File: src/verilog/rac_pkg.sv
/*
 * rac_pkg: shared constants and carrier types of the range and address
 * configuration bank.
 * Assumes: one byte-wide memory port into the bank and 16-bit monitor results.
 */
package rac_pkg;

	// byte offsets of the bank
	localparam logic [7:0] OFF_SPARE = 8'h8a;
	localparam logic [7:0] OFF_SWING = 8'h8b;
	localparam logic [7:0] OFF_ALT_ADDR = 8'h8c;
	localparam logic [7:0] OFF_TRIP = 8'h8d;
	localparam logic [7:0] OFF_SHIFT_FIRST = 8'h8e;
	localparam logic [7:0] OFF_SHIFT_SECOND = 8'h8f;

	// factory defaults
	localparam logic [7:0] RST_SWING = 8'h00;
	localparam logic [7:0] RST_ALT_ADDR = 8'h00;
	localparam logic [7:0] RST_TRIP = 8'h00;
	localparam logic [7:0] RST_SHIFT_FIRST = 8'h00;
	localparam logic [7:0] RST_SHIFT_SECOND = 8'h30;
	localparam logic [7:0] BYTE_ZERO = 8'h00;

	// writable bits; all others are reserved and read as zero
	localparam logic [7:0] MASK_SWING = 8'h07;
	localparam logic [7:0] MASK_ALT_ADDR = 8'hff;
	localparam logic [7:0] MASK_PAIR = 8'h77;

	// two 3-bit fields per paired register
	localparam int FLD_HI_LSB = 4;
	localparam int FLD_LO_LSB = 0;
	localparam int CODE_W = 3;

	// serial slave addresses, r/w bit excluded by comparison mask
	localparam logic [7:0] ADDR_MAIN_DEFAULT = 8'ha2;
	localparam logic [7:0] ADDR_AUX = 8'ha0;
	localparam logic [7:0] ADDR_AUX_DISABLE = 8'ha0;
	localparam logic [7:0] ADDR_CMP_MASK = 8'hfe;

	localparam int MON_W = 16;

	typedef logic [CODE_W-1:0] rac_code_t;
	typedef logic [MON_W-1:0] rac_mon_t;

	typedef struct packed {
		rac_code_t swing_dac_range;
		rac_code_t bias_trip_range;
		rac_code_t power_loop_range;
	} rac_ranges_s;

	typedef struct packed {
		rac_code_t monitor_one_shift;
		rac_code_t monitor_two_shift;
		rac_code_t monitor_three_shift;
		rac_code_t monitor_four_shift;
	} rac_shifts_s;

	typedef struct packed {
		rac_mon_t one;
		rac_mon_t two;
		rac_mon_t three;
		rac_mon_t four;
	} rac_mon_s;

	typedef struct packed {
		logic [7:0] swing;
		logic [7:0] alt_addr;
		logic [7:0] trip;
		logic [7:0] shift_first;
		logic [7:0] shift_second;
		logic [7:0] rdata;
		logic rvalid;
		logic nv_pulse;
		logic [7:0] nv_addr;
		logic [7:0] nv_data;
		rac_mon_s mon;
		logic mon_valid;
	} rac_bank_state_s;

	function automatic rac_code_t rac_field(input logic [7:0] b, input int lsb);
		rac_field = b[lsb +: CODE_W];
	endfunction : rac_field

endpackage : rac_pkg

File: src/verilog/rac_bank.sv
/*
 * rac_bank: nonvolatile range, slave address and monitor shift bank.
 * Holds the byte registers, answers byte reads and writes from the serial
 * bus logic, restores values from nonvolatile storage and reports each
 * accepted write for programming into it.
 * Assumes: bus logic, password compare and nonvolatile storage run on
 * clk_sys and hand over single-cycle strobes.
 */
//
// Contract
// RULE_01: bits 2:0 of the swing range register pick the modulation DAC full scale, 000b largest.
// RULE_02: bits 6:4 of the comparison range register pick the bias quick-trip full scale.
// RULE_03: bits 2:0 of the comparison range register pick the power-loop full scale.
// RULE_04: with address select set, main memory answers at the programmed slave address.
// RULE_05: a programmed slave address of A0h disables the auxiliary memory.
// RULE_06: monitor one and two results are right-shifted by fields 6:4 and 2:0 of the first shift register.
// RULE_07: monitor three and four results are right-shifted by the second shift register, default 30h.
// RULE_08: reads and writes need level-two password access, writes persist, reserved bits read zero.
// RULE_09: with address select clear, main memory answers at its default address.
`timescale 1ns/1ps
module rac_bank (
	input wire logic clk_sys, // system clock
	input wire logic rst, // asynchronous reset, active high
	input wire logic ce, // clock enable, freezes all state when low
	input wire logic [7:0] mem_addr, // byte offset of the access
	input wire logic mem_wr, // write strobe
	input wire logic [7:0] mem_wdata, // write data
	input wire logic mem_rd, // read strobe
	output logic [7:0] mem_rdata, // read data
	output logic mem_rvalid, // read data valid pulse
	output logic mem_hit, // offset belongs to this bank
	input wire logic level_two_password, // level-two access granted
	input wire logic nv_load, // restore strobe from storage
	input wire logic [7:0] nv_load_addr, // restore offset
	input wire logic [7:0] nv_load_data, // restore data
	output logic nv_wr, // program strobe to storage
	output logic [7:0] nv_wr_addr, // program offset
	output logic [7:0] nv_wr_data, // program data
	input wire logic alt_addr_select, // address select bit of config
	input wire logic [7:0] bus_addr_byte, // received slave address byte
	output logic [7:0] main_addr, // main memory slave address
	output logic aux_enable, // auxiliary memory enabled
	output logic main_hit, // address byte selects main memory
	output logic aux_hit, // address byte selects auxiliary memory
	output rac_pkg::rac_ranges_s ranges, // full-scale range codes
	output rac_pkg::rac_shifts_s shifts, // monitor shift codes
	input wire logic mon_in_valid, // raw monitor results valid
	input rac_pkg::rac_mon_s mon_in, // raw monitor results
	output logic mon_out_valid, // shifted results valid pulse
	output rac_pkg::rac_mon_s mon_out // shifted results
);

	rac_pkg::rac_bank_state_s st_reg;
	rac_pkg::rac_bank_state_s st_next;
	rac_pkg::rac_mon_s mon_shifted;
	logic wr_ok;
	logic rd_ok;

	// stored bytes carry only writable bits, so reserved bits can never leak out
	function automatic logic [7:0] wmask(input logic [7:0] off);
		case (off)
			rac_pkg::OFF_SWING: wmask = rac_pkg::MASK_SWING;
			rac_pkg::OFF_ALT_ADDR: wmask = rac_pkg::MASK_ALT_ADDR;
			rac_pkg::OFF_TRIP: wmask = rac_pkg::MASK_PAIR;
			rac_pkg::OFF_SHIFT_FIRST: wmask = rac_pkg::MASK_PAIR;
			rac_pkg::OFF_SHIFT_SECOND: wmask = rac_pkg::MASK_PAIR;
			default: wmask = rac_pkg::BYTE_ZERO;
		endcase
	endfunction : wmask

	function automatic logic in_bank(input logic [7:0] off);
		in_bank = (off >= rac_pkg::OFF_SPARE) && (off <= rac_pkg::OFF_SHIFT_SECOND);
	endfunction : in_bank

	function automatic logic [7:0] rd_byte(input rac_pkg::rac_bank_state_s s,
		input logic [7:0] off);
		case (off)
			rac_pkg::OFF_SWING: rd_byte = s.swing;
			rac_pkg::OFF_ALT_ADDR: rd_byte = s.alt_addr;
			rac_pkg::OFF_TRIP: rd_byte = s.trip;
			rac_pkg::OFF_SHIFT_FIRST: rd_byte = s.shift_first;
			rac_pkg::OFF_SHIFT_SECOND: rd_byte = s.shift_second;
			default: rd_byte = rac_pkg::BYTE_ZERO;
		endcase
	endfunction : rd_byte

	assign mem_hit = in_bank(mem_addr);
	assign wr_ok = mem_wr && mem_hit && level_two_password; // RULE_08
	assign rd_ok = mem_rd && mem_hit;

	always_comb begin
		st_next = st_reg;
		st_next.rvalid = 1'b0;
		st_next.nv_pulse = 1'b0;
		st_next.mon_valid = 1'b0;
		// restore first so a host write in the same cycle overrides it
		if (nv_load && in_bank(nv_load_addr)) begin
			case (nv_load_addr)
				rac_pkg::OFF_SWING: st_next.swing = nv_load_data & rac_pkg::MASK_SWING;
				rac_pkg::OFF_ALT_ADDR: st_next.alt_addr = nv_load_data;
				rac_pkg::OFF_TRIP: st_next.trip = nv_load_data & rac_pkg::MASK_PAIR;
				rac_pkg::OFF_SHIFT_FIRST: begin
					st_next.shift_first = nv_load_data & rac_pkg::MASK_PAIR;
				end
				rac_pkg::OFF_SHIFT_SECOND: begin
					st_next.shift_second = nv_load_data & rac_pkg::MASK_PAIR;
				end
				default: st_next.swing = st_next.swing;
			endcase
		end
		if (wr_ok) begin
			case (mem_addr)
				rac_pkg::OFF_SWING: st_next.swing = mem_wdata & wmask(mem_addr); // RULE_08
				rac_pkg::OFF_ALT_ADDR: st_next.alt_addr = mem_wdata & wmask(mem_addr);
				rac_pkg::OFF_TRIP: st_next.trip = mem_wdata & wmask(mem_addr); // RULE_08
				rac_pkg::OFF_SHIFT_FIRST: begin
					st_next.shift_first = mem_wdata & wmask(mem_addr);
				end
				rac_pkg::OFF_SHIFT_SECOND: begin
					st_next.shift_second = mem_wdata & wmask(mem_addr);
				end
				default: st_next.swing = st_next.swing;
			endcase
			// every accepted write is handed on for programming
			st_next.nv_pulse = 1'b1; // RULE_08
			st_next.nv_addr = mem_addr;
			st_next.nv_data = mem_wdata & wmask(mem_addr);
		end
		if (rd_ok) begin
			st_next.rvalid = 1'b1;
			// without access a read returns zero rather than stalling the bus
			if (level_two_password) begin
				st_next.rdata = rd_byte(st_reg, mem_addr); // RULE_08
			end else begin
				st_next.rdata = rac_pkg::BYTE_ZERO; // RULE_08
			end
		end
		if (mon_in_valid) begin
			st_next.mon = mon_shifted;
			st_next.mon_valid = 1'b1;
		end
	end

	always_ff @(posedge clk_sys or posedge rst) begin
		if (rst) begin
			st_reg.swing <= rac_pkg::RST_SWING;
			st_reg.alt_addr <= rac_pkg::RST_ALT_ADDR;
			st_reg.trip <= rac_pkg::RST_TRIP;
			st_reg.shift_first <= rac_pkg::RST_SHIFT_FIRST;
			st_reg.shift_second <= rac_pkg::RST_SHIFT_SECOND; // RULE_07
			st_reg.rdata <= rac_pkg::BYTE_ZERO;
			st_reg.rvalid <= 1'b0;
			st_reg.nv_pulse <= 1'b0;
			st_reg.nv_addr <= rac_pkg::BYTE_ZERO;
			st_reg.nv_data <= rac_pkg::BYTE_ZERO;
			st_reg.mon <= '0;
			st_reg.mon_valid <= 1'b0;
		end else if (ce) begin
			st_reg <= st_next;
		end
	end

	always_comb begin
		ranges.swing_dac_range = rac_pkg::rac_field(st_reg.swing, rac_pkg::FLD_LO_LSB); // RULE_01
		ranges.bias_trip_range = rac_pkg::rac_field(st_reg.trip, rac_pkg::FLD_HI_LSB); // RULE_02
		ranges.power_loop_range = rac_pkg::rac_field(st_reg.trip, rac_pkg::FLD_LO_LSB); // RULE_03
		shifts.monitor_one_shift =
			rac_pkg::rac_field(st_reg.shift_first, rac_pkg::FLD_HI_LSB); // RULE_06
		shifts.monitor_two_shift =
			rac_pkg::rac_field(st_reg.shift_first, rac_pkg::FLD_LO_LSB); // RULE_06
		shifts.monitor_three_shift =
			rac_pkg::rac_field(st_reg.shift_second, rac_pkg::FLD_HI_LSB); // RULE_07
		shifts.monitor_four_shift =
			rac_pkg::rac_field(st_reg.shift_second, rac_pkg::FLD_LO_LSB); // RULE_07
	end

	rac_mon_shift u_shift (
		.mon_in(mon_in),
		.shifts(shifts),
		.mon_out(mon_shifted)
	);

	rac_addr_match u_addr (
		.alt_addr_select(alt_addr_select),
		.alt_slave_address(st_reg.alt_addr),
		.bus_addr_byte(bus_addr_byte),
		.main_addr(main_addr),
		.aux_enable(aux_enable),
		.main_hit(main_hit),
		.aux_hit(aux_hit)
	);

	assign mem_rdata = st_reg.rdata;
	assign mem_rvalid = st_reg.rvalid;
	assign nv_wr = st_reg.nv_pulse;
	assign nv_wr_addr = st_reg.nv_addr;
	assign nv_wr_data = st_reg.nv_data;
	assign mon_out_valid = st_reg.mon_valid;
	assign mon_out = st_reg.mon;

endmodule : rac_bank

File: src/verilog/rac_addr_match.sv
/*
 * rac_addr_match: picks the main-memory slave address and decides which
 * memory space an incoming address byte selects.
 * Assumes: address byte comes from bus logic on the same clock.
 */
`timescale 1ns/1ps
module rac_addr_match (
	input wire logic alt_addr_select, // use programmed main address
	input wire logic [7:0] alt_slave_address, // programmed address byte
	input wire logic [7:0] bus_addr_byte, // received address byte, bit 0 is r/w
	output logic [7:0] main_addr, // address the main memory answers at
	output logic aux_enable, // auxiliary memory still answers
	output logic main_hit, // address byte selects main memory
	output logic aux_hit // address byte selects auxiliary memory
);

	always_comb begin
		if (alt_addr_select) begin
			main_addr = alt_slave_address; // RULE_04
		end else begin
			main_addr = rac_pkg::ADDR_MAIN_DEFAULT; // RULE_09
		end
		aux_enable = (alt_slave_address != rac_pkg::ADDR_AUX_DISABLE); // RULE_05
		main_hit = ((bus_addr_byte & rac_pkg::ADDR_CMP_MASK)
			== (main_addr & rac_pkg::ADDR_CMP_MASK));
		// main space wins if both would match
		aux_hit = aux_enable && !main_hit
			&& ((bus_addr_byte & rac_pkg::ADDR_CMP_MASK) == rac_pkg::ADDR_AUX); // RULE_05
	end

endmodule : rac_addr_match

File: src/verilog/rac_mon_shift.sv
/*
 * rac_mon_shift: right-shifts the four monitor results by their own codes.
 * Assumes: the caller registers the outputs.
 */
`timescale 1ns/1ps
module rac_mon_shift (
	input rac_pkg::rac_mon_s mon_in, // raw final results
	input rac_pkg::rac_shifts_s shifts, // per-channel shift codes
	output rac_pkg::rac_mon_s mon_out // weighted results
);

	function automatic rac_pkg::rac_mon_t shr(input rac_pkg::rac_mon_t v,
		input rac_pkg::rac_code_t n);
		shr = v >> n;
	endfunction : shr

	always_comb begin
		mon_out.one = shr(mon_in.one, shifts.monitor_one_shift); // RULE_06
		mon_out.two = shr(mon_in.two, shifts.monitor_two_shift); // RULE_06
		mon_out.three = shr(mon_in.three, shifts.monitor_three_shift); // RULE_07
		mon_out.four = shr(mon_in.four, shifts.monitor_four_shift); // RULE_07
	end

endmodule : rac_mon_shift

File: config.mk
export PLATFORM = sky130hd
export DESIGN_NAME = rac_bank
export DESIGN_NICKNAME = d
export VERILOG_FILES = /design/src/verilog/rac_pkg.sv /design/src/verilog/rac_bank.sv /design/src/verilog/rac_addr_match.sv /design/src/verilog/rac_mon_shift.sv
export SDC_FILE = /design/constraint.sdc
export NUM_CORES = 1
export LEC_CHECK = 0
export BUFFER_PORTS_ARGS = -buffer_cell sky130_fd_sc_hd__buf_4
export CAP_MARGIN = 5
export CELL_PAD_IN_SITES_DETAIL_PLACEMENT = 0
export CELL_PAD_IN_SITES_GLOBAL_PLACEMENT = 1
export CORE_UTILIZATION = 37
export DETAILED_ROUTE_END_ITERATION = 10
export GPL_TIMING_DRIVEN = 1
export PLACE_DENSITY = 0.78
export SETUP_SLACK_MARGIN = 0.3
export SYNTH_ARGS = -nofsm -noshare
export SYNTH_HDL_FRONTEND = slang
export SYNTH_SLANG_ARGS = --single-unit
File: constraint.sdc
create_clock -name clk_sys -period 3.5 [get_ports clk_sys]
set_input_delay 0.175 -clock clk_sys [delete_from_list [all_inputs] [get_ports clk_sys]]
set_output_delay 0.175 -clock clk_sys [all_outputs]
set_load 0.005 [all_outputs]
==> out/metrics.yaml, run 1 <==
min_path:
  hold_path_class: "input pin to async pin"
clock_tree:
  clk_pin_slew_ps: 60
  clockBufferDepth: 2
  cts_sinks: 131
  cts_buffers: 17
  ctsHoldBuffers: 1
  clockRootBuffer: "clkbuf_16"
  post-cts-setup-buffers: 0
  h-tree-depth: 4
  cts_tree: "built"
  clock_latency_ps: 410
  cts.repair.resized: 0
timing:
  skew_ps: 6.282
  whs_ps: -35.60
  setup_viol: 0
  grt_setup_unrepaired: "no"
  slew_violations: 0
  slew_headroom_pct: 34.00
  worst_pin_slew_ps: 990.1
  fin_setup_tns_ps: 0
  final-hold-violation-count: 18
  max_freq_mhz: 439.9
  fin_crit_ps: 2273
  fin_crit_sh_pct: 64.95
synthesis:
  yosysWarningCount: 0
  syn-mean-instance-area_um2: 10.35
  synth.area.top_cells: "dfrtp_1, mux4_2, buf_4, mux2i_1, o21ai_0"
  synth.mux.area_fraction_pct: 21.77
  netlist_area_um2: 8602
  synth_seq_cells: 131
  syn_nets: 944
  netlist.area_leader.share_pct: 37.53
  synth_fa_ha_area_share_pct: 0
  synth_top_family_by_area: "multiplexers"
  syn_inst: 831
  synth_compound_area_share_pct: 12.52
  yosys.area_share.simple_pct: 14.01
  ys_types: 56
  postSynth.asyncResetShare_pct: 100.0
  ys.flop_type: "dfrtp_1"
  ys_seq_area_share_pct: 38.14
  yosysTopAreaCell: "dfrtp_1"
  synth_edf_count: 0
  synthXorXnorAreaFrac_pct: 0.4073
finish:
  layout.cells.most_common_list: "buf_4, dfrtp_1, nand2_1"
  drive_gt1_share_pct: 37.12
  final_nets: 1032
  final_util_pct: 45.56
  fillers: 2167
  stdcell_area_um2: 10350
  n_antenna_cell: 0
  largest_reg_flops: 64
  register_area_um2: 3281
  area_growth_pct: 20.28
  multi_input_area_um2: 4198
  layout_commonest_cell: "buf_4"
global_routing:
  grt_pass1_vias: 6509
  grt_antenna_before_repair: 0
  grtUsageTotal_pct: 19.81
  gr-total-overflow: 0
  grt_pass1_wl_um: 36590
  grt_max_degree: 132
critical_path:
  max_stage_delay_ps: 580
  worstSetupEndpointType: "primary output"
  crit_chain: "nor2_1, or4b_2, a31oi_1, and3_1, buf_4"
  worst_ep_required_time_ps: 3320
  cpLargestDelayFamily: "simple AND/OR/NAND/NOR gates"
  reg2reg_slack_ps: 1430
  cp.arrival_ps: 2100
  cp_max_fo: 6
  rr_worst_depth: 3
  critical_path_class: "register to primary output"
  cp-start-kind: "register"
  slowest_stage: "or4b_2"
  critPathBufInv: 1
  reg2reg_from: "shifts[9]$_DFFE_PP0P_"
  worstReg2RegEnd: "mon_out[56]$_DFFE_PP0P_"
die:
  ios: 237
  rows: 55
  die_h_um: 154.5
  coreArea_um2: 22710
  start_util_pct: 37.88
  dieArea_um2: 23860
  die_w_um: 154.5
drt:
  drtAntennaViolNets: 0
  totalWireLength_um: 23260
  vias: 6719
  post_drt_wl_per_cell_um: 19.11
  drt_iter0_drc: 486
  routed_via_density: 5.521
  drcViolationCount: 0
  dr.pass1.iters: 5
placement:
  gp_congestion: 0.8347
  io_buffers: 235
  dp_hpwl_um: 17020
  place_area_um2: 9713
status:
  status: "finished, violations left"
  violations: "hold timing"
pwr:
  p_switching_mw: 1.129
  clock_power_share_pct: 42.3
  swShare_pct: 26.02
  internal_power_mw: 3.210
  comb_power_share_pct: 17.4
  p_leak_nw: 4.619
  power.share.sequential_pct: 40.3
  p_per_area_nw_per_um2: 419.5
  ir_worst_vdd_v: 0.0002749
job:
  maxCapViolCount: 0
[routing by layer]
| metal | up-vias | global-route usage, % | wire length [µm] |
|---|---|---|---|
| li1 | 3127 | - | - |
| met1 | 3307 | 26.98 | 10380 |
| met2 | 259 | 31.52 | 11040 |
| met3 | 24 | 4.427 | 1476 |
| met4 | 2 | 5.799 | 349 |
| met5 | - | 0 | 8 |
[tightest hold or removal path, delay by kind of cell]
family / cells / cell delay [ps]
buffers and inverters: 3 / 690
[worst max-delay path by stage]
stage	start	to	cells past startpoint	slack (ps)
6_report	st_reg[120]$_DFFE_PP0P_	main_hit	5	1230
5_1_grt	st_reg[120]$_DFFE_PP0P_	main_hit	5	1100
4_1_cts	st_reg[120]$_DFFE_PP0P_	main_hit	5	1240
3_5_place_dp	nv_load_addr[5]	ranges[6]$_DFFE_PP0P_	5	1170
3_3_place_gp	nv_load_addr[5]	ranges[6]$_DFFE_PP0P_	5	1220
2_1_floorplan	shifts[3]$_DFFE_PP1P_	mon_out[17]$_DFFE_PP0P_	5	1520
[metrics by stage]
stage,instances,power [mW],worst slack (ps)
finish,1217,4.340,1227
global route,1217,4.540,1098
CTS,1216,4.386,1242
detailed placement,1183,2.534,1172
global placement,1183,2.520,1224
floorplan,831,2.259,1519
[synth_stat cells, drive strengths merged, types with 3 or more instances]
library cell and n:
dfrtp 129, buf 125, nand2 69, mux2i 60, o21ai 58, mux4 49, clkbuf 48, nand3 38
and2 24, nor2 20, a21oi 18, and3 16, a221o 15, inv 15, mux2 15, o211ai 13
a22o 11, nand2b 10, nand4 9, nor3b 8, o2bb2ai 8, a22oi 7, nor2b 7, nor4 5
and4 4, nand3b 4, o31ai 4, o41ai 4, a21o 3, a31oi 3, o21a 3, or4 3
[cells by family (layout without fill, tap and decap cells)]
group | count (synthesis) | count (layout)
mux | 124 | 124
simple gates | 227 | 227
flops | 131 | 131
xor+xnor | 4 | 4
buf+inv | 189 | 290
compound gates | 156 | 156
[area by class of cell]
cell class	count	share of cell area, %
clock buffer	20	4.414
clock inverter	12	1.512
inverter	16	0.6168
multi-input combinational	511	40.57
sequential	131	31.71
tap	285	3.447
timing repair buffer	242	17.73
[power groups by stage]
stage	clock, mW	sequential (mW)	combinational, mW
after floorplan	0	1.71	0.553
after global placement	0	1.77	0.748
final	1.84	1.75	0.756
after CTS	1.88	1.75	0.760
after detailed placement	0	1.78	0.757
after global routing	1.94	1.77	0.828
No activity file was read; power rests on OpenSTA's default activity.
==> run 2, diff against run 1 <==
CORE_UTILIZATION = 41   (was 37)
PLACE_DENSITY = 0.82   (was 0.78)
clock period = 2.3 ns   (was 3.5 ns; I/O delays follow)
==> run 2 against run 1 <==
Against the previous run:
- flip-flop and latch count stayed put
- largest power group unchanged
- clock power is 51% higher
- the flow now finishes without violations
- clock skew hardly changed
- combinational power is 64% higher
- non-clock buffer count is 39 higher
- critical path depth stayed put
- register-to-register slack worse by 960 ps
- largest cell class unchanged
- wire length is 3.4% higher
- global-route usage is 3.2 points higher
- first-iteration DRC count is 3.3% lower
==> out/metrics.yaml, run 2 (synthesis results as in run 1) <==
timing:
  worst_pin_slew_ps: 926.1  # was 990.1 ps
  slew_headroom_pct: 38.26  # was 34.00%
  setup_slack_ps: 359.8  # was 1227 ps
  max_freq_mhz: 515.4
  fin_crit_sh_pct: 84.36
  skew_ps: 6.503  # was 6.282 ps
  fin_crit_ps: 1940
  slew_violations: 0  # unchanged
  final-hold-violation-count: 0  # was 18
  fin_setup_tns_ps: 0  # unchanged
  grt_setup_unrepaired: "yes"  # was no
  setup_viol: 0  # unchanged
global_routing:
  grtUsageTotal_pct: 23.02  # was 19.81%
  grt_antenna_before_repair: 0  # unchanged
  grt_pass1_vias: 6872  # was 6509
  gr-total-overflow: 0  # unchanged
  grt_max_degree: 132  # unchanged
  grt_pass1_wl_um: 38320  # was 36590 µm
min_path:
  hold_path_class: "input pin to register"  # was input pin to async pin
  hold_depth: 2
  worst_hold_startpoint: "mem_wdata[2]"
  min_to: "shifts[2]$_DFFE_PP0P_"
drt:
  drt_iter0_drc: 470  # was 486
  post_drt_wl_per_cell_um: 19.40  # was 19.11 µm
  totalWireLength_um: 24050  # was 23260 µm
  drtAntennaViolNets: 0  # unchanged
  vias: 6941  # was 6719
  routed_via_density: 5.598  # was 5.521
  dr.pass1.iters: 8  # was 5
  drcViolationCount: 0  # unchanged
clock_tree:
  cts_sinks: 131  # unchanged
  clk_pin_slew_ps: 60  # about the same
  h-tree-depth: 4  # unchanged
  clockRootBuffer: "clkbuf_16"  # unchanged
  clock_latency_ps: 420  # was 410 ps
  clockBufferDepth: 2  # unchanged
  cts_buffers: 17  # unchanged
  cts_tree: "built"  # unchanged
critical_path:
  crit_start: "st_reg[120]$_DFFE_PP0P_"  # unchanged
  cpLargestDelayFamily: "simple AND/OR/NAND/NOR gates"  # unchanged
  critical_path_class: "register to primary output"  # unchanged
  cp-start-kind: "register"  # unchanged
  worstSetupEndpointType: "primary output"  # unchanged
  rr_worst_depth: 4  # was 3
  crit_chain: "nor2_1, or4b_4, a31oi_4, and3_4, buf_6"  # was nor2_1, or4b_2, a31oi_1, and3_1, buf_4
  cp_max_fo: 2  # was 6
  reg2reg_from: "shifts[3]$_DFFE_PP1P_"  # was shifts[9]$_DFFE_PP0P_
  cp.arrival_ps: 1830  # was 2100 ps
  worstReg2RegEnd: "mon_out[25]$_DFFE_PP0P_"  # was mon_out[56]$_DFFE_PP0P_
  reg2reg_slack_ps: 470  # was 1430 ps
  max_stage_delay_ps: 480  # was 580 ps
  critPathBufInv: 1  # unchanged
  slowest_stage: "or4b_4"  # was or4b_2
  worst_ep_required_time_ps: 2180  # was 3320 ps
finish:
  largest_reg_flops: 64  # unchanged
  drive_gt1_share_pct: 38.14  # was 37.12%
  layout_commonest_cell: "buf_4"  # unchanged
  layout.cells.most_common_list: "buf_4, dfrtp_1, nand2_1"  # unchanged
  final_nets: 1071  # was 1032
  area_growth_pct: 24.23  # was 20.28%
  n_antenna_cell: 0  # unchanged
die:
  dieArea_um2: 21560  # was 23860 µm²
  die_h_um: 146.8  # was 154.5 µm
  start_util_pct: 42.11  # was 37.88%
  rows: 52  # was 55
  die_w_um: 146.8  # was 154.5 µm
  ios: 237  # unchanged
  coreArea_um2: 20430  # was 22710 µm²
pwr:
  p_leak_nw: 4.789  # was 4.619 nW
  ir_worst_vdd_v: 0.0004462  # was 0.0002749 V
  p_per_area_nw_per_um2: 620.5  # was 419.5 nW/µm²
placement:
  io_buffers: 235  # unchanged
  place_ws_ps: 252.0  # was 1172 ps
  gp_congestion: 0.8935  # was 0.8347
  dp_hpwl_um: 17820  # was 17020 µm
job:
  maxCapViolCount: 0  # unchanged
status:
  status: "finished, final reports clean"  # was finished, violations left
## run 2: cell types whose count changed in the layout (fill, tap and decap cells not counted), sizes merged
cell,before,now
dlygate4sd3,2,19
clkbuf,20,18
clkinvlp,5,7
buf,240,262
clkinv,6,5
## run 2: area by class of cell
type	instances	area [µm²]
Clock buffer	18	429.2
Fill cell	1886	9743
Multi-Input combinational cell	511	4222
Tap cell	270	337.8
Sequential cell	131	3286
Clock inverter	13	162.7
Timing Repair Buffer	281	2186
Inverter	16	63.81
## run 2: what timing repair did
| action | CTS | global route |
|---|---|---|
| gates resized for setup | 2 | 6 |
| hold buffers | 19 | 0 |
| hold endpoints to repair | 155 | 0 |
| pin swaps | 1 | 3 |
| setup endpoints to repair | 2 | 4 |
| setup buffers | 1 | 0 |
## run 2: report_power, final
group	leakage [nW]	switching, mW	internal (mW)
logic	2.81	0.558	0.681
clock network	0.270	1.07	1.70
registers	1.71	0.143	2.48
total	4.79	1.77	4.86
## run 2: layer usage
metal / routed length, µm / global-route usage [%] / up-vias
met1: 10170 / 31.22 / 3398
met5: 0 / 0 / -
li1: - / - / 3204
met4: 382 / 6.719 / 0
met3: 1832 / 4.969 / 29
met2: 11670 / 36.99 / 310
## run 2: worst max-delay path by stage
stage	to	slack, ps	cells after the start
global placement	ranges[7]$_DFFE_PP0P_	260	6
floorplan	mon_out[17]$_DFFE_PP0P_	320	5
detailed placement	st_reg[120]$_DFFE_PP0P_	250	5
global route	main_hit	250	5
finish	main_hit	360	5
CTS	main_hit	310	5
## run 2: worst reg2reg max path: cells and delay by family, from the launching register on
family / cells / cell delay, ps
simple gates: 1 / 110
flops: 1 / 770
compound gates: 2 / 290
mux: 1 / 570
## run 2: through the flow
| step | std cells | hold slack, ps | power, mW | area (µm²) | utilization [%] |
|---|---|---|---|---|---|
| 4_1_cts | 1240 | 0.02257 | 6.693 | 10660 | 52.20 |
| 5_1_grt | 1240 | 26.96 | 6.932 | 10690 | 52.31 |
| 2_1_floorplan | 831 | 247.7 | 3.437 | 8606 | - |
| 3_5_place_dp | 1189 | 375.3 | 3.884 | 9864 | 48.29 |
| 3_3_place_gp | 1189 | 369.4 | 3.859 | 9864 | 48.29 |
| 6_report | 1240 | 29.74 | 6.631 | 10690 | 52.31 |
==> run 3, diff against run 2 <==
CORE_UTILIZATION = 37   (was 41)
PLACE_DENSITY = 0.78   (was 0.82)
clock period = 1.7 ns   (was 2.3 ns; I/O delays follow)
==> run 3 against run 2 <==
Against the previous run:
- the flow now finishes with violations (setup timing)
- worst setup slack worse by 580 ps
- clock skew rose by 1.3 ps
- non-clock buffer count rose by 64
- wire length is 7.5% higher
- first-iteration DRC count decreased by 4.3%
- sequential share of layout area decreased by 3.3 points
- die area is 11% higher
- clock-buffer cell count is 1 higher
- sequential power grew 35%
- global-route usage decreased by 1.4 points
==> out/metrics.yaml, run 3 (synthesis results as in run 1) <==
finish:
  final_cells: 1320  # was 1240
  drive_gt1_share_pct: 49.18  # was 38.14%
  register_area_um2: 3296  # was 3286 µm²
  multi_input_area_um2: 4648  # was 4222 µm²
  fillers: 1976  # was 1886
  final_nets: 1135  # was 1071
  area_growth_pct: 39.74  # was 24.23%
  layout_commonest_cell: "buf_4"  # unchanged
  n_antenna_cell: 0  # unchanged
  stdcell_area_um2: 12020  # was 10690 µm²
  layout.cells.most_common_list: "buf_4, dfrtp_1, nand2_1"  # unchanged
  largest_reg_flops: 64  # unchanged
  final_util_pct: 52.93  # was 52.31%
critical_path:
  cp_max_fo: 2  # unchanged
  worst_ep_required_time_ps: 1620  # was 2180 ps
  cp.arrival_ps: 1830  # about the same
  critical_path_class: "register to primary output"  # unchanged
  worstReg2RegEnd: "mon_out[23]$_DFFE_PP0P_"  # was mon_out[25]$_DFFE_PP0P_
  cp-start-kind: "register"  # unchanged
  reg2reg_slack_ps: -70  # was 470 ps
  rr_worst_depth: 4  # unchanged
  worstSetupEndpointType: "primary output"  # unchanged
  reg2reg_from: "shifts[3]$_DFFE_PP1P_"  # unchanged
timing:
  slew_violations: 0  # unchanged
  whs_ps: 39.19  # was 29.74 ps
  worst_pin_slew_ps: 500.6  # was 926.1 ps
  slew_headroom_pct: 66.63  # was 38.26%
  fin_crit_ps: 1919
  final-hold-violation-count: 0  # unchanged
  setup_viol: 14  # was 0
  grt_setup_unrepaired: "yes"  # unchanged
  max_freq_mhz: 521.2
  skew_ps: 7.767  # was 6.503 ps
  fin_setup_tns_ps: -930.2  # was 0 ps
  fin_crit_sh_pct: 112.9
  setup_slack_ps: -218.6  # was 359.8 ps
status:
  violations: "setup timing"
  status: "finished, violations left"  # was finished, final reports clean
min_path:
  hold_depth: 3  # was 2
  hold_path_class: "input pin to register"  # unchanged
  worst_hold_startpoint: "mon_in[15]"  # was mem_wdata[2]
  min_to: "mon_out[15]$_DFFE_PP0P_"  # was shifts[2]$_DFFE_PP0P_
placement:
  place_area_um2: 10370  # was 9864 µm²
  place_ws_ps: -117.3  # was 252.0 ps
  dp_hpwl_um: 18580  # was 17820 µm
  placedCellCount: 1239  # was 1189
  io_buffers: 235  # unchanged
  gp_congestion: 0.8236  # was 0.8935
job:
  maxCapViolCount: 0  # unchanged
pwr:
  p_leak_nw: 5.326  # was 4.789 nW
  comb_power_share_pct: 21.8  # was 18.7%
  internal_power_mw: 6.869  # was 4.857 mW
  swShare_pct: 26.71  # was 26.74%
  p_switching_mw: 2.504  # was 1.773 mW
  p_per_area_nw_per_um2: 779.8  # was 620.5 nW/µm²
  ir_worst_vdd_v: 0.0007468  # was 0.0004462 V
  clock_power_share_pct: 40.5  # was 41.7%
  power.share.sequential_pct: 37.7  # was 39.6%
  finalPower_mw: 9.373  # was 6.631 mW
drt:
  dr.pass1.iters: 7  # was 8
  drcViolationCount: 0  # unchanged
  drt_iter0_drc: 450  # was 470
  routed_via_density: 5.429  # was 5.598
  post_drt_wl_per_cell_um: 19.59  # was 19.40 µm
  vias: 7166  # was 6941
  totalWireLength_um: 25860  # was 24050 µm
  drtAntennaViolNets: 0  # unchanged
clock_tree:
  h-tree-depth: 4  # unchanged
  cts_sinks: 131  # unchanged
  cts_buffers: 17  # unchanged
  clk_pin_slew_ps: 60  # about the same
  clockRootBuffer: "clkbuf_16"  # unchanged
  clock_latency_ps: 420  # about the same
  clockBufferDepth: 2  # unchanged
  cts_tree: "built"  # unchanged
global_routing:
  grt_antenna_before_repair: 0  # unchanged
  grt_max_degree: 54  # was 132
  grt_pass1_wl_um: 39450  # was 38320 µm
  grtUsageTotal_pct: 21.57  # was 23.02%
  grt_pass1_vias: 7058  # was 6872
  gr-total-overflow: 0  # unchanged
die:
  dieArea_um2: 23860  # was 21560 µm²
  die_h_um: 154.5  # was 146.8 µm
  rows: 55  # was 52
  die_w_um: 154.5  # was 146.8 µm
  start_util_pct: 37.88  # was 42.11%
  coreArea_um2: 22710  # was 20430 µm²
  ios: 237  # unchanged
run 3: cell count changes in the layout (fill, tap and decap cells not counted), moves of 8 or more:
cell | before | now
buf_12 | 2 | 12
buf_4 | 259 | 283
buf_6 | 1 | 20
dfrtp_1 | 128 | 120
dfrtp_2 | 1 | 9
mux2i_1 | 60 | 41
mux2i_2 | 0 | 12
nand3_1 | 38 | 26
nand3_2 | 0 | 12
o21ai_0 | 55 | 11
o21ai_1 | 3 | 43
run 3: final cells by class:
class / instances / area share (%)
Multi-Input combinational cell: 511 / 38.67
Timing Repair Buffer: 345 / 25.34
Sequential cell: 131 / 27.42
Inverter: 16 / 0.5309
Clock buffer: 19 / 3.768
Clock inverter: 13 / 1.312
Tap cell: 285 / 2.967
run 3: metal layers:
layer	share of wire [%]	wire length [µm]	track usage, %	vias up
met2	47	12150	34.50	264
met1	45	11590	29.26	3515
met5	0	0	0	-
met4	2.5	642	7.449	0
met3	5.7	1472	4.147	45
li1	-	-	-	3342
run 3: power groups by stage:
stage	clock network, mW	logic, mW	registers, mW
floorplan	0	1.18	3.51
global placement	0	1.76	3.57
detailed placement	0	1.78	3.58
CTS	3.87	1.96	3.53
global route	4.03	2.20	3.56
finish	3.80	2.04	3.53
run 3: what timing repair did:
item | in CTS | in global routing
endpoints found under the hold margin | 160 | 0
resized for setup | 90 | 45
gates cloned | 7 | 2
hold buffers | 20 | 0
setup endpoints to repair | 60 | 93
setup buffers | 11 | 9
pin swaps | 11 | 20
run 3: worst max path at each step:
stage                                        from                  endpoint  slack [ps]  cells past startpoint
after floorplan                               rst  mem_rdata[0]$_DFFE_PP0P_          -7                      1
after global placement            nv_load_addr[5]     shifts[1]$_DFFE_PP0P_        -100                      5
after detailed placement          nv_load_addr[5]     shifts[4]$_DFFE_PP1P_        -120                      5
after CTS                 st_reg[118]$_DFFE_PP0P_                  main_hit        -240                      5
after global routing      st_reg[118]$_DFFE_PP0P_                  main_hit        -300                      5
final                     st_reg[118]$_DFFE_PP0P_                  main_hit        -220                      5
run 3: critical path: stages (launching register included):
cell and delay (ps):
dfrtp_1 390, nor2_2 110, or4b_4 480, a31oi_4 150, and3_1 170, buf_4 110
